File: src/sleep_ctl_pkg.sv
package sleep_ctl_pkg;

  localparam logic [12:0] IRQ_VECTOR_ADDR = 13'h0004;
  localparam logic [12:0] PC_STEP         = 13'h0001;
  localparam int          PD_BIT          = 3;
  localparam int          TO_BIT          = 4;
  localparam logic        PD_RESET_VAL    = 1'b1;
  localparam logic        TO_RESET_VAL    = 1'b1;
  localparam int          OSC_RESTART_NS  = 100;
  localparam int          CLK_PERIOD_NS   = 50;
  localparam logic [3:0]  OSC_RESTART_CYC =
    4'((OSC_RESTART_NS + CLK_PERIOD_NS - 1) / CLK_PERIOD_NS);
  localparam int          NUM_PERIPH_SRC  = 12;
  localparam int          NUM_PINS        = 8;

  typedef enum logic [2:0] {
    ST_RUN     = 3'b000,
    ST_ENTER   = 3'b001,
    ST_ASLEEP  = 3'b010,
    ST_RESTART = 3'b011,
    ST_RESUME  = 3'b100
  } sleep_state_t;

  typedef struct packed {
    logic int_pin;
    logic port_b_change;
    logic [NUM_PERIPH_SRC-1:0] periph;
  } irq_vec_t;

  typedef struct packed {
    logic [NUM_PINS-1:0] out;
    logic [NUM_PINS-1:0] oe;
  } pin_drive_t;

endpackage : sleep_ctl_pkg

File: src/sleep_wakeup_control.sv
`timescale 1ns/1ps
`default_nettype none

// Notes on behaviour
// - sleep clears watchdog count, stops oscillator driver
// - sleep entry clears power_down, sets timeout flag
// - pins hold pre-sleep drive state while asleep
// - wake on master clear, watchdog, or interrupt
// - master clear resets; others resume execution
// - power_down set at power-up, cleared by sleep
// - watchdog wake with no irq pending clears timeout flag
// - listed peripheral events wake the device
// - serial, usart, adc rc, eeprom also wake
// - clock-dependent peripherals silent during sleep
// - next instruction prefetched during sleep
// - wake needs source enable, ignores global enable
// - run next instruction, then vector if global enable
// - pending enabled interrupt makes sleep a no-op
// - late interrupt: finish sleep fully, then wake
module sleep_wakeup_control
  import sleep_ctl_pkg::*;
(
  input  wire logic       CORE_CLK,
  input  wire logic       NRST,
  input  wire logic       POWER_UP,
  input  wire logic       SLEEP_EXEC,
  input  wire logic       WATCHDOG_CLEAR_INSTR,
  input  wire logic [12:0] PC,
  input  wire logic       WATCHDOG_ENABLE,
  input  wire logic       WATCHDOG_TIMEOUT,
  input  wire logic       MASTER_CLEAR_PIN_N,
  input  wire logic       GLOBAL_IRQ_ENABLE,
  input  wire irq_vec_t   IRQ_FLAGS,
  input  wire irq_vec_t   IRQ_ENABLES,
  input  wire logic [NUM_PERIPH_SRC-1:0] PERIPH_ASYNC_OK,
  input  wire pin_drive_t PIN_DRIVE_IN,
  output pin_drive_t      PIN_DRIVE_OUT,
  output logic            WATCHDOG_COUNT_CLEAR,
  output logic            OSC_DRIVER_ON,
  output logic            CORE_CLK_EN,
  output logic            POWER_DOWN_FLAG,
  output logic            TIMEOUT_FLAG,
  output logic            DEVICE_RESET,
  output logic            PREFETCH_REQ,
  output logic [12:0]     PREFETCH_ADDR,
  output logic            RESUME_EXEC,
  output logic            VECTOR_REQ,
  output logic [12:0]     VECTOR_ADDR,
  output logic            SLEEPING
);

  sleep_state_t state_ff;
  sleep_state_t nxt_state;
  logic [3:0]   restart_cnt_ff;
  logic         pd_ff;
  logic         to_ff;
  logic         wdt_clr_ff;
  logic         osc_on_ff;
  logic         reset_ff;
  logic         prefetch_ff;
  logic [12:0]  prefetch_addr_ff;
  logic         resume_ff;
  logic         vector_ff;
  logic [12:0]  vector_addr_ff;
  pin_drive_t   pin_hold_ff;
  logic         irq_pending;
  logic         wd_wake;
  logic         master_clear_pin_wake;
  logic         asleep;
  logic         sleep_taken;
  logic         sleep_seen;
  logic         wd_to_clear;
  logic         restart_done;
  logic         nxt_resume;
  logic         nxt_vector;

  // asleep, a peripheral counts only when it can run without the core clock
  function automatic logic pending_irq(input irq_vec_t flg,
                                       input irq_vec_t en,
                                       input logic [NUM_PERIPH_SRC-1:0] ok,
                                       input logic in_sleep);
    logic [NUM_PERIPH_SRC-1:0] per;
    per = flg.periph & en.periph;
    if (in_sleep) begin
      per = per & ok;
    end
    pending_irq = (flg.int_pin & en.int_pin) |
                  (flg.port_b_change & en.port_b_change) |
                  (|per);
  endfunction : pending_irq

  // sleep is taken only from run and only when nothing is pending
  function automatic logic sleep_accept(input sleep_state_t cur,
                                        input sleep_state_t nxt);
    sleep_accept = (cur == ST_RUN) && (nxt == ST_ENTER);
  endfunction : sleep_accept

  // outside run the pins show the copy frozen on the last run cycle
  function automatic pin_drive_t pin_view(input sleep_state_t cur,
                                          input pin_drive_t   live,
                                          input pin_drive_t   held);
    if (cur == ST_RUN) begin
      pin_view = live;
    end else begin
      pin_view = held;
    end
  endfunction : pin_view

  assign asleep      = (state_ff == ST_ASLEEP);
  assign sleep_taken = sleep_accept(state_ff, nxt_state);
  assign sleep_seen  = SLEEP_EXEC && (state_ff == ST_RUN);
  // an irq that also wakes keeps the time-out flag set
  assign wd_to_clear = asleep && wd_wake && !irq_pending;
  assign restart_done = (restart_cnt_ff == OSC_RESTART_CYC);
  // master_clear_pin must never let a stale resume pulse escape
  assign nxt_resume  = (state_ff == ST_RESUME) && !master_clear_pin_wake;
  assign nxt_vector  = resume_ff && GLOBAL_IRQ_ENABLE && irq_pending;
  assign irq_pending = pending_irq(IRQ_FLAGS, IRQ_ENABLES,
                                   PERIPH_ASYNC_OK, asleep);
  assign wd_wake     = WATCHDOG_ENABLE & WATCHDOG_TIMEOUT;
  assign master_clear_pin_wake   = ~MASTER_CLEAR_PIN_N;

  always_comb begin
    nxt_state = state_ff;
    case (state_ff)
      ST_RUN: begin
        // pending interrupt turns sleep into a no-op
        if (SLEEP_EXEC && !irq_pending) begin
          nxt_state = ST_ENTER;
        end
      end
      ST_ENTER: begin
        // side effects already done; a late irq waits until asleep, then wakes
        nxt_state = ST_ASLEEP;
      end
      ST_ASLEEP: begin
        if (irq_pending || wd_wake) begin
          nxt_state = ST_RESTART;
        end
      end
      ST_RESTART: begin
        if (restart_done) begin
          nxt_state = ST_RESUME;
        end
      end
      ST_RESUME: begin
        nxt_state = ST_RUN;
      end
      default: begin
        nxt_state = ST_RUN;
      end
    endcase
    if (master_clear_pin_wake) begin
      nxt_state = ST_RUN;
    end
  end

  always_ff @(posedge CORE_CLK) begin
    if (!NRST) begin
      state_ff <= ST_RUN;
    end else begin
      state_ff <= nxt_state;
    end
  end

  always_ff @(posedge CORE_CLK) begin
    if (!NRST || state_ff != ST_RESTART) begin
      restart_cnt_ff <= 4'h0;
    end else begin
      restart_cnt_ff <= restart_cnt_ff + 4'h1;
    end
  end

  // power_down: power-up and watchdog clear set it, sleep entry clears it
  always_ff @(posedge CORE_CLK) begin
    if (!NRST) begin
      pd_ff <= PD_RESET_VAL;
    end else if (POWER_UP) begin
      pd_ff <= PD_RESET_VAL;
    end else if (sleep_taken) begin
      pd_ff <= 1'b0;
    end else if (WATCHDOG_CLEAR_INSTR && !wd_to_clear) begin
      pd_ff <= 1'b1;
    end
  end

  // timeout: sleep entry sets it, a pure watchdog wake clears it
  always_ff @(posedge CORE_CLK) begin
    if (!NRST) begin
      to_ff <= TO_RESET_VAL;
    end else if (POWER_UP) begin
      to_ff <= TO_RESET_VAL;
    end else if (sleep_taken) begin
      to_ff <= 1'b1;
    end else if (wd_to_clear) begin
      to_ff <= 1'b0;
    end else if (WATCHDOG_CLEAR_INSTR) begin
      to_ff <= 1'b1;
    end
  end

  // watchdog keeps running; only its count is cleared
  always_ff @(posedge CORE_CLK) begin
    if (!NRST) begin
      wdt_clr_ff <= 1'b0;
    end else begin
      wdt_clr_ff <= sleep_taken;
    end
  end

  always_ff @(posedge CORE_CLK) begin
    if (!NRST) begin
      osc_on_ff <= 1'b1;
    end else if (nxt_state == ST_ENTER) begin
      osc_on_ff <= 1'b0;
    end else if (nxt_state == ST_RESTART || nxt_state == ST_RUN) begin
      osc_on_ff <= 1'b1;
    end
  end

  always_ff @(posedge CORE_CLK) begin
    if (!NRST) begin
      reset_ff <= 1'b0;
    end else begin
      reset_ff <= master_clear_pin_wake;
    end
  end

  // the prefetch pulses even for a no-op sleep, the fetch is harmless
  always_ff @(posedge CORE_CLK) begin
    if (!NRST) begin
      prefetch_ff <= 1'b0;
    end else begin
      prefetch_ff <= sleep_seen;
    end
  end

  always_ff @(posedge CORE_CLK) begin
    if (!NRST) begin
      prefetch_addr_ff <= 13'h0000;
    end else if (sleep_seen) begin
      prefetch_addr_ff <= PC + PC_STEP;
    end
  end

  // resume runs the prefetched instruction, vector follows if enabled
  always_ff @(posedge CORE_CLK) begin
    if (!NRST) begin
      resume_ff <= 1'b0;
    end else begin
      resume_ff <= nxt_resume;
    end
  end

  always_ff @(posedge CORE_CLK) begin
    if (!NRST) begin
      vector_ff <= 1'b0;
    end else begin
      vector_ff <= nxt_vector;
    end
  end

  always_ff @(posedge CORE_CLK) begin
    if (!NRST) begin
      vector_addr_ff <= 13'h0000;
    end else begin
      vector_addr_ff <= IRQ_VECTOR_ADDR;
    end
  end

  // capture only in run: the enter cycle already shows the held copy
  always_ff @(posedge CORE_CLK) begin
    if (!NRST) begin
      pin_hold_ff <= '0;
    end else if (state_ff == ST_RUN) begin
      pin_hold_ff <= PIN_DRIVE_IN;
    end
  end

  assign PIN_DRIVE_OUT = pin_view(state_ff, PIN_DRIVE_IN,
                                  pin_hold_ff);
  assign WATCHDOG_COUNT_CLEAR = wdt_clr_ff;
  assign OSC_DRIVER_ON        = osc_on_ff;
  assign CORE_CLK_EN          = osc_on_ff && state_ff != ST_RESTART;
  assign POWER_DOWN_FLAG      = pd_ff;
  assign TIMEOUT_FLAG         = to_ff;
  assign DEVICE_RESET         = reset_ff;
  assign PREFETCH_REQ         = prefetch_ff;
  assign PREFETCH_ADDR        = prefetch_addr_ff;
  assign RESUME_EXEC          = resume_ff;
  assign VECTOR_REQ           = vector_ff;
  assign VECTOR_ADDR          = vector_addr_ff;
  assign SLEEPING             = state_ff != ST_RUN;

endmodule : sleep_wakeup_control

`default_nettype wire

File: config.mk
export PLATFORM = sky130hd
export DESIGN_NAME = sleep_wakeup_control
export DESIGN_NICKNAME = d
export VERILOG_FILES = /design/src/sleep_ctl_pkg.sv /design/src/sleep_wakeup_control.sv
export SDC_FILE = /design/constraint.sdc
export NUM_CORES = 1
export LEC_CHECK = 0
export BUFFER_PORTS_ARGS = -buffer_cell sky130_fd_sc_hd__buf_2
export CAP_MARGIN = 20
export CORE_ASPECT_RATIO = 0.7
export CORE_MARGIN = 1.5
export CORE_UTILIZATION = 48
export CTS_BUF_LIST = sky130_fd_sc_hd__clkbuf_8
export DETAILED_ROUTE_END_ITERATION = 8
export MAX_ROUTING_LAYER = met4
export PLACE_DENSITY_LB_ADDON = 0.15
export SETUP_SLACK_MARGIN = 0.5
export SYNTH_ARGS = -nofsm -noshare
export SYNTH_HDL_FRONTEND = slang
export SYNTH_SLANG_ARGS = --single-unit
File: constraint.sdc
create_clock -name CORE_CLK -period 3.5 [get_ports CORE_CLK]
set_clock_uncertainty 0.05 [all_clocks]
set_input_delay 0.35 -clock CORE_CLK [delete_from_list [all_inputs] [get_ports CORE_CLK]]
set_output_delay 0.35 -clock CORE_CLK [all_outputs]
set_load 0.05 [all_outputs]
## Word-level counts from Yosys, hierarchy flattened

Cells that the tools add are included.

- Word-level logic and storage cells: 72
- Bits of input ports: 78
- Register bits after elaboration: 57
- Memory bits (writable): 0
- Latch bits: 0
- Memories kept: 0
- ROM bits: 0
- Output and inout bits: 52

- Div/mod/pow operators: 0
- Bitwise logic cells: 9
- $add $sub $neg: 2
- Multiplexer cells: 14
- Reduce and logical (&&, ||, !) cells: 25
- Multiply operators: 0
- Equal/unequal tests: 8
- Order comparisons: 0
- Shift-type cells: 0

Operators by type and width:

| cell | count |
|---|---|
| $and A12 B12 Y12 | 2 |
| $mux W16 | 1 |
| $mux W3 | 5 |
| $add A13 B1 Y13 const B | 1 |
| $mux W12 | 1 |
| $pmux W3 S4 | 1 |
| $reduce_or A12 Y1 | 1 |
| $logic_and A1 B1 Y1 | 10 |
| $eq A3 B2 Y1 const B | 3 |
| $eq A3 B1 Y1 const B | 2 |
| $logic_not A3 Y1 | 2 |
| $mux W1 | 6 |
| $reduce_bool A2 Y1 | 3 |
| $add A4 B1 Y4 const B | 1 |
| $eq A4 B2 Y1 const B | 1 |
| $and A1 B1 Y1 | 3 |
| $eq A3 B3 Y1 const B | 1 |
| $logic_not A1 Y1 | 3 |
| $logic_or A1 B1 Y1 | 3 |
| $ne A3 B2 Y1 const B | 1 |
| $reduce_bool A3 Y1 | 1 |
| $reduce_or A3 Y1 | 1 |
| $not A1 Y1 | 2 |
| $or A1 B1 Y1 | 2 |
| $reduce_or A2 Y1 | 1 |

## Depth between registers and ports, before layout

- Word-level depth: 14
- Mapped depth: 10
- Gate-level depth less buffers: 7

## Worst setup path before layout

Ideal clock, no wire load.

- Path type: reg-to-reg
- Start point: register state_ff[2]
- End point: register osc_on_ff, in the netlist OSC_DRIVER_ON
- Library setup time: 127 ps
- Arrival time: 2,184 ps
- Setup slack: 1,139 ps
- Cell stages (with the launch flop): 11
- Required time: 3,323 ps
- Cells stage by stage: dfxtp_1 -> buf_6 -> or3b_1 -> buf_2 -> buf_6 -> o211ai_2 -> nand4_1 -> or4_1 -> buf_2 -> mux2i_4 -> mux2i_1

- Cells in the longest elaborated chain, start to end: 12

RTL lines:

| item | line | text |
|---|---|---|
| start, declared | sleep_wakeup_control.sv:52 | `sleep_state_t state_ff;` |
| start signal, assigned | sleep_wakeup_control.sv:162 | `state_ff <= nxt_state;` |
| $eq A3 B2 Y1 | sleep_wakeup_control.sv:109, sleep_wakeup_control.sv:125 |  |
| $mux W12 | sleep_wakeup_control.sv:84 | `if (in_sleep) begin` |
| $reduce_or A12 Y1 | sleep_wakeup_control.sv:89 | `(\|per);` |
| $or A1 B1 Y1 | sleep_wakeup_control.sv:88 | `(flg.port_b_change & en.port_b_change) \|` |
| $logic_not A1 Y1 | sleep_wakeup_control.sv:128 | `if (SLEEP_EXEC && !irq_pending) begin` |
| $logic_and A1 B1 Y1 | sleep_wakeup_control.sv:128 |  |
| $mux W3 | sleep_wakeup_control.sv:128 |  |
| $pmux W3 S4 * | sleep_wakeup_control.sv:125 | `case (state_ff)` |
| $mux W3 * | sleep_wakeup_control.sv:153 | `if (master_clear_pin_wake) begin` |
| $eq A3 B2 Y1 / $logic_not A3 Y1 (equally long branches) | sleep_wakeup_control.sv:216 | `end else if (nxt_state == ST_RESTART \|\| nxt_state == ST_RUN) begin` |
| $logic_or A1 B1 Y1 | sleep_wakeup_control.sv:216 |  |
| $reduce_bool A2 Y1 (no line) | - |  |
| end signal, assigned | sleep_wakeup_control.sv:213 | `osc_on_ff <= 1'b1;` |
| end signal, assigned | sleep_wakeup_control.sv:215 | `osc_on_ff <= 1'b0;` |
| end signal, assigned | sleep_wakeup_control.sv:217 | `osc_on_ff <= 1'b1;` |
| end, declared | sleep_wakeup_control.sv:58 | `logic osc_on_ff;` |

Mark *: on every way between the ends. The rest lies on a longest branch, timed or not.
A chain may end at the register's enable or synchronous reset.

## Final worst setup path

- Start point: register state_ff[1]
- End point: register osc_on_ff, in the netlist OSC_DRIVER_ON

The elaborated chain is that of the path after synthesis.

==> run metrics <==
Pleak=1.41 nW; Crit path largest cell delay=720 ps; relative slew slack=0.439; H-tree levels=2; DRC viols=0; HP Start=MASTER_CLEAR_PIN_N; postcts setup bufs=0; register bit total from synthesis=45; cells after synthesis=223; Starting Density=0.496; Slew Limit Fails=0; die area=a little under 5000 µm²; antenna cells=0; DP HPWL=3700 µm; Post-synth top flop=dfxtp_1; setup TNS=0 ps; Max-Cap Viols=0; Die Wd=82.9 µm; worst path cell trace=or3b_1 > o211ai_1 > nand4_1 > or4_1 > mux2i_4 > mux2i_1; Die Height=59.0 µm; vias per cell=4.95; gr ovfl total=0; leading cell type in the layout, fill and taps excluded=buf_2; CTS resizes=0; clock slew at reported path FFs=80 ps; internal power=0.753 mW; cts hold-fix bufs=0; clock share of power=0.278; CP Class=reg -> reg; Tot GR Track Use=0.201; core area=approximately 4300 µm²; Critical Path Sink=OSC_DRIVER_ON$_SDFFE_PN1P_; register-to-register path setup slack=770 ps; Slew @ Worst Pin=842 ps; placed cell area=2700 µm²; worst-case clock buffer depth=2; Sequential Power Share=0.494; number of clock sinks=between 40 and 50; most frequent cells in the layout=117 x buf_2, 45 x dfxtp_1, 21 x nand2_1; Comb power frac=0.228; PD cells=394 nW/µm²; CP startpoint kind=register; Avg Inst Size Synth=9.63 µm²; R2R cell count=6; Setup WS pre-CTS=803 ps; fin nets=416; I/O pins=130; minimum period implied by the final worst setup slack=2730 ps; hold depth=2; delay-heaviest family, CP=simple AND/OR/NAND/NOR gates; CTS root buf=clkbuf_8; WP data required=3620 ps; standard-cell rows=20; number of global-route vias before repair=1,764; share of cells above drive strength 1=0.438; Final period util=0.781; Slowest cell on crit path=or4_1; Critical Path AT=2850 ps; number of library cell types mapped by synthesis=43; Routed wire per std cell=12.0 µm; post-route cell area=2790 µm²; maximum number of pins on one net before global-route repair=37; Peak VDD IR=0.243 mV; PnR worst setup slack=~770 ps; Seq/Total Area, Yosys=0.420; antenna violations before repair=0; Placer Congestion=0.730; DRT Pass-1 Iters=4; CTS tree=built; run status=finished, final reports clean; crit path max fanout=15; I/O Buffers=117; # setup viols final=0; CP endpoint kind=register; switching power share of the total=0.315; switching power=~0.35 mW; number of synthesized flops with an enable pin=0; Worst path depth=6; reg2reg end=OSC_DRIVER_ON$_SDFFE_PN1P_; First DRT Iteration DRCs=between 80 and 90; worst hold path class=in -> reg; Detailed Route WL=between 4000 and 5000 µm; area added between synthesis and finish=29.9%; Post-Synthesis Cell Area=2150 µm²; worst flop-to-flop path startpoint=state_ff[1]$_SDFF_PN0_; Final ANT Viol Nets=0; RSZ-0062 raised after global routing=false; asr flop ratio synth=0; final hold violation count=0; YS warnings=0; vias=1,936; Worst setup startpoint=state_ff[1]$_SDFF_PN0_; first-pass GRT wire length=7540 µm; worst skew pair latency=290 ps; WP buf/inv=0; Inserted Clock Buffers=5; f_max=0.366 GHz
[Yosys cell counts, types with 2 or more instances]
library cell  number  area, µm²
xnor2_1            6       52.6
nand3_1            8       40.0
dfxtp_1           45        901
xor2_1             5       43.8
nand4_1            6       37.5
buf_4             12       90.1
o211ai_2           3       37.5
or3_1              3       18.8
clkbuf_1           7       26.3
inv_1              3       11.3
nor2_1            11       41.3
mux2_2            16        180
nor3_1             4       20.0
o21ai_0            3       15.0
nor2b_1            3       18.8
and2_1            17        106
buf_6              2       22.5
o211ai_1          10       75.1
nand2_1           21       78.8
buf_2              2       10.0
ha_1               3       37.5
o211a_1           12        120
[metal layers]
layer,global-route usage,vias to the layer above,part of all wire
met5,-,-,0
met4,0.0619,0,0.0041
met3,0.0603,2,0.066
met2,0.326,65,0.46
met1,0.244,879,0.47
li1,-,990,-
[how the worst min path moves through the flow]
stage                                               to  slack [ps]
after global placement    restart_cnt_ff[0]$_SDFF_PP0_         400
after CTS                      DEVICE_RESET$_SDFF_PN0_         190
after detailed placement  restart_cnt_ff[0]$_SDFF_PP0_         410
after global routing           DEVICE_RESET$_SDFF_PN0_         200
final                          DEVICE_RESET$_SDFF_PN0_         210
after floorplan                 VECTOR_ADDR[2]$_DFF_P_         330
[worst register-to-register path, cell delays in order, from the launching register on]
cell and delay, ps:
dfxtp_1 450, or3b_1 610, o211ai_1 260, nand4_1 120, or4_1 720, mux2i_4 270, mux2i_1 140
[sequential cells by signal, indices dropped and copies added (netlist names), 3 cells and up]
register and flops:
pin_hold_ff 16, restart_cnt_ff 4, PREFETCH_ADDR 13, state_ff 3
[cell type report]
type | instances | area [µm²]
clock buffer | 5 | 68.8
sequential | 45 | 901
fill | 380 | 1540
tap | 55 | 68.8
multi-input combinational | 162 | 1130
clock inverter | 3 | 17.5
inverter | 3 | 11.3
timing repair buffer | 118 | 593
[stage by stage]
stage | total power, mW | utilization | instances | hold WS, ps
floorplan | 0.735 | - | 234 | 328
global route | 1.16 | 0.644 | 391 | 198
global placement | 0.804 | 0.624 | 383 | 397
CTS | 1.11 | 0.644 | 391 | 192
detailed placement | 0.807 | 0.624 | 383 | 406
finish | 1.10 | 0.644 | 391 | 212
[power groups by stage]
stage | registers [mW] | logic, mW | clock network (mW)
floorplan | 0.599 | 0.136 | 0
CTS | 0.543 | 0.252 | 0.318
detailed placement | 0.555 | 0.251 | 0
global placement | 0.555 | 0.249 | 0
global route | 0.546 | 0.268 | 0.343
finish | 0.543 | 0.251 | 0.306
[cell families after synthesis]
| family | synth area share |
|---|---|
| flops | 0.420 |
| buf+inv | 0.0763 |
| other cells | 0.00175 |
| mux | 0.0991 |
| simple gates | 0.200 |
| xor+xnor | 0.0449 |
| fa+ha+maj | 0.0175 |
| compound gates | 0.140 |
(Power assumes the default switching activity.)
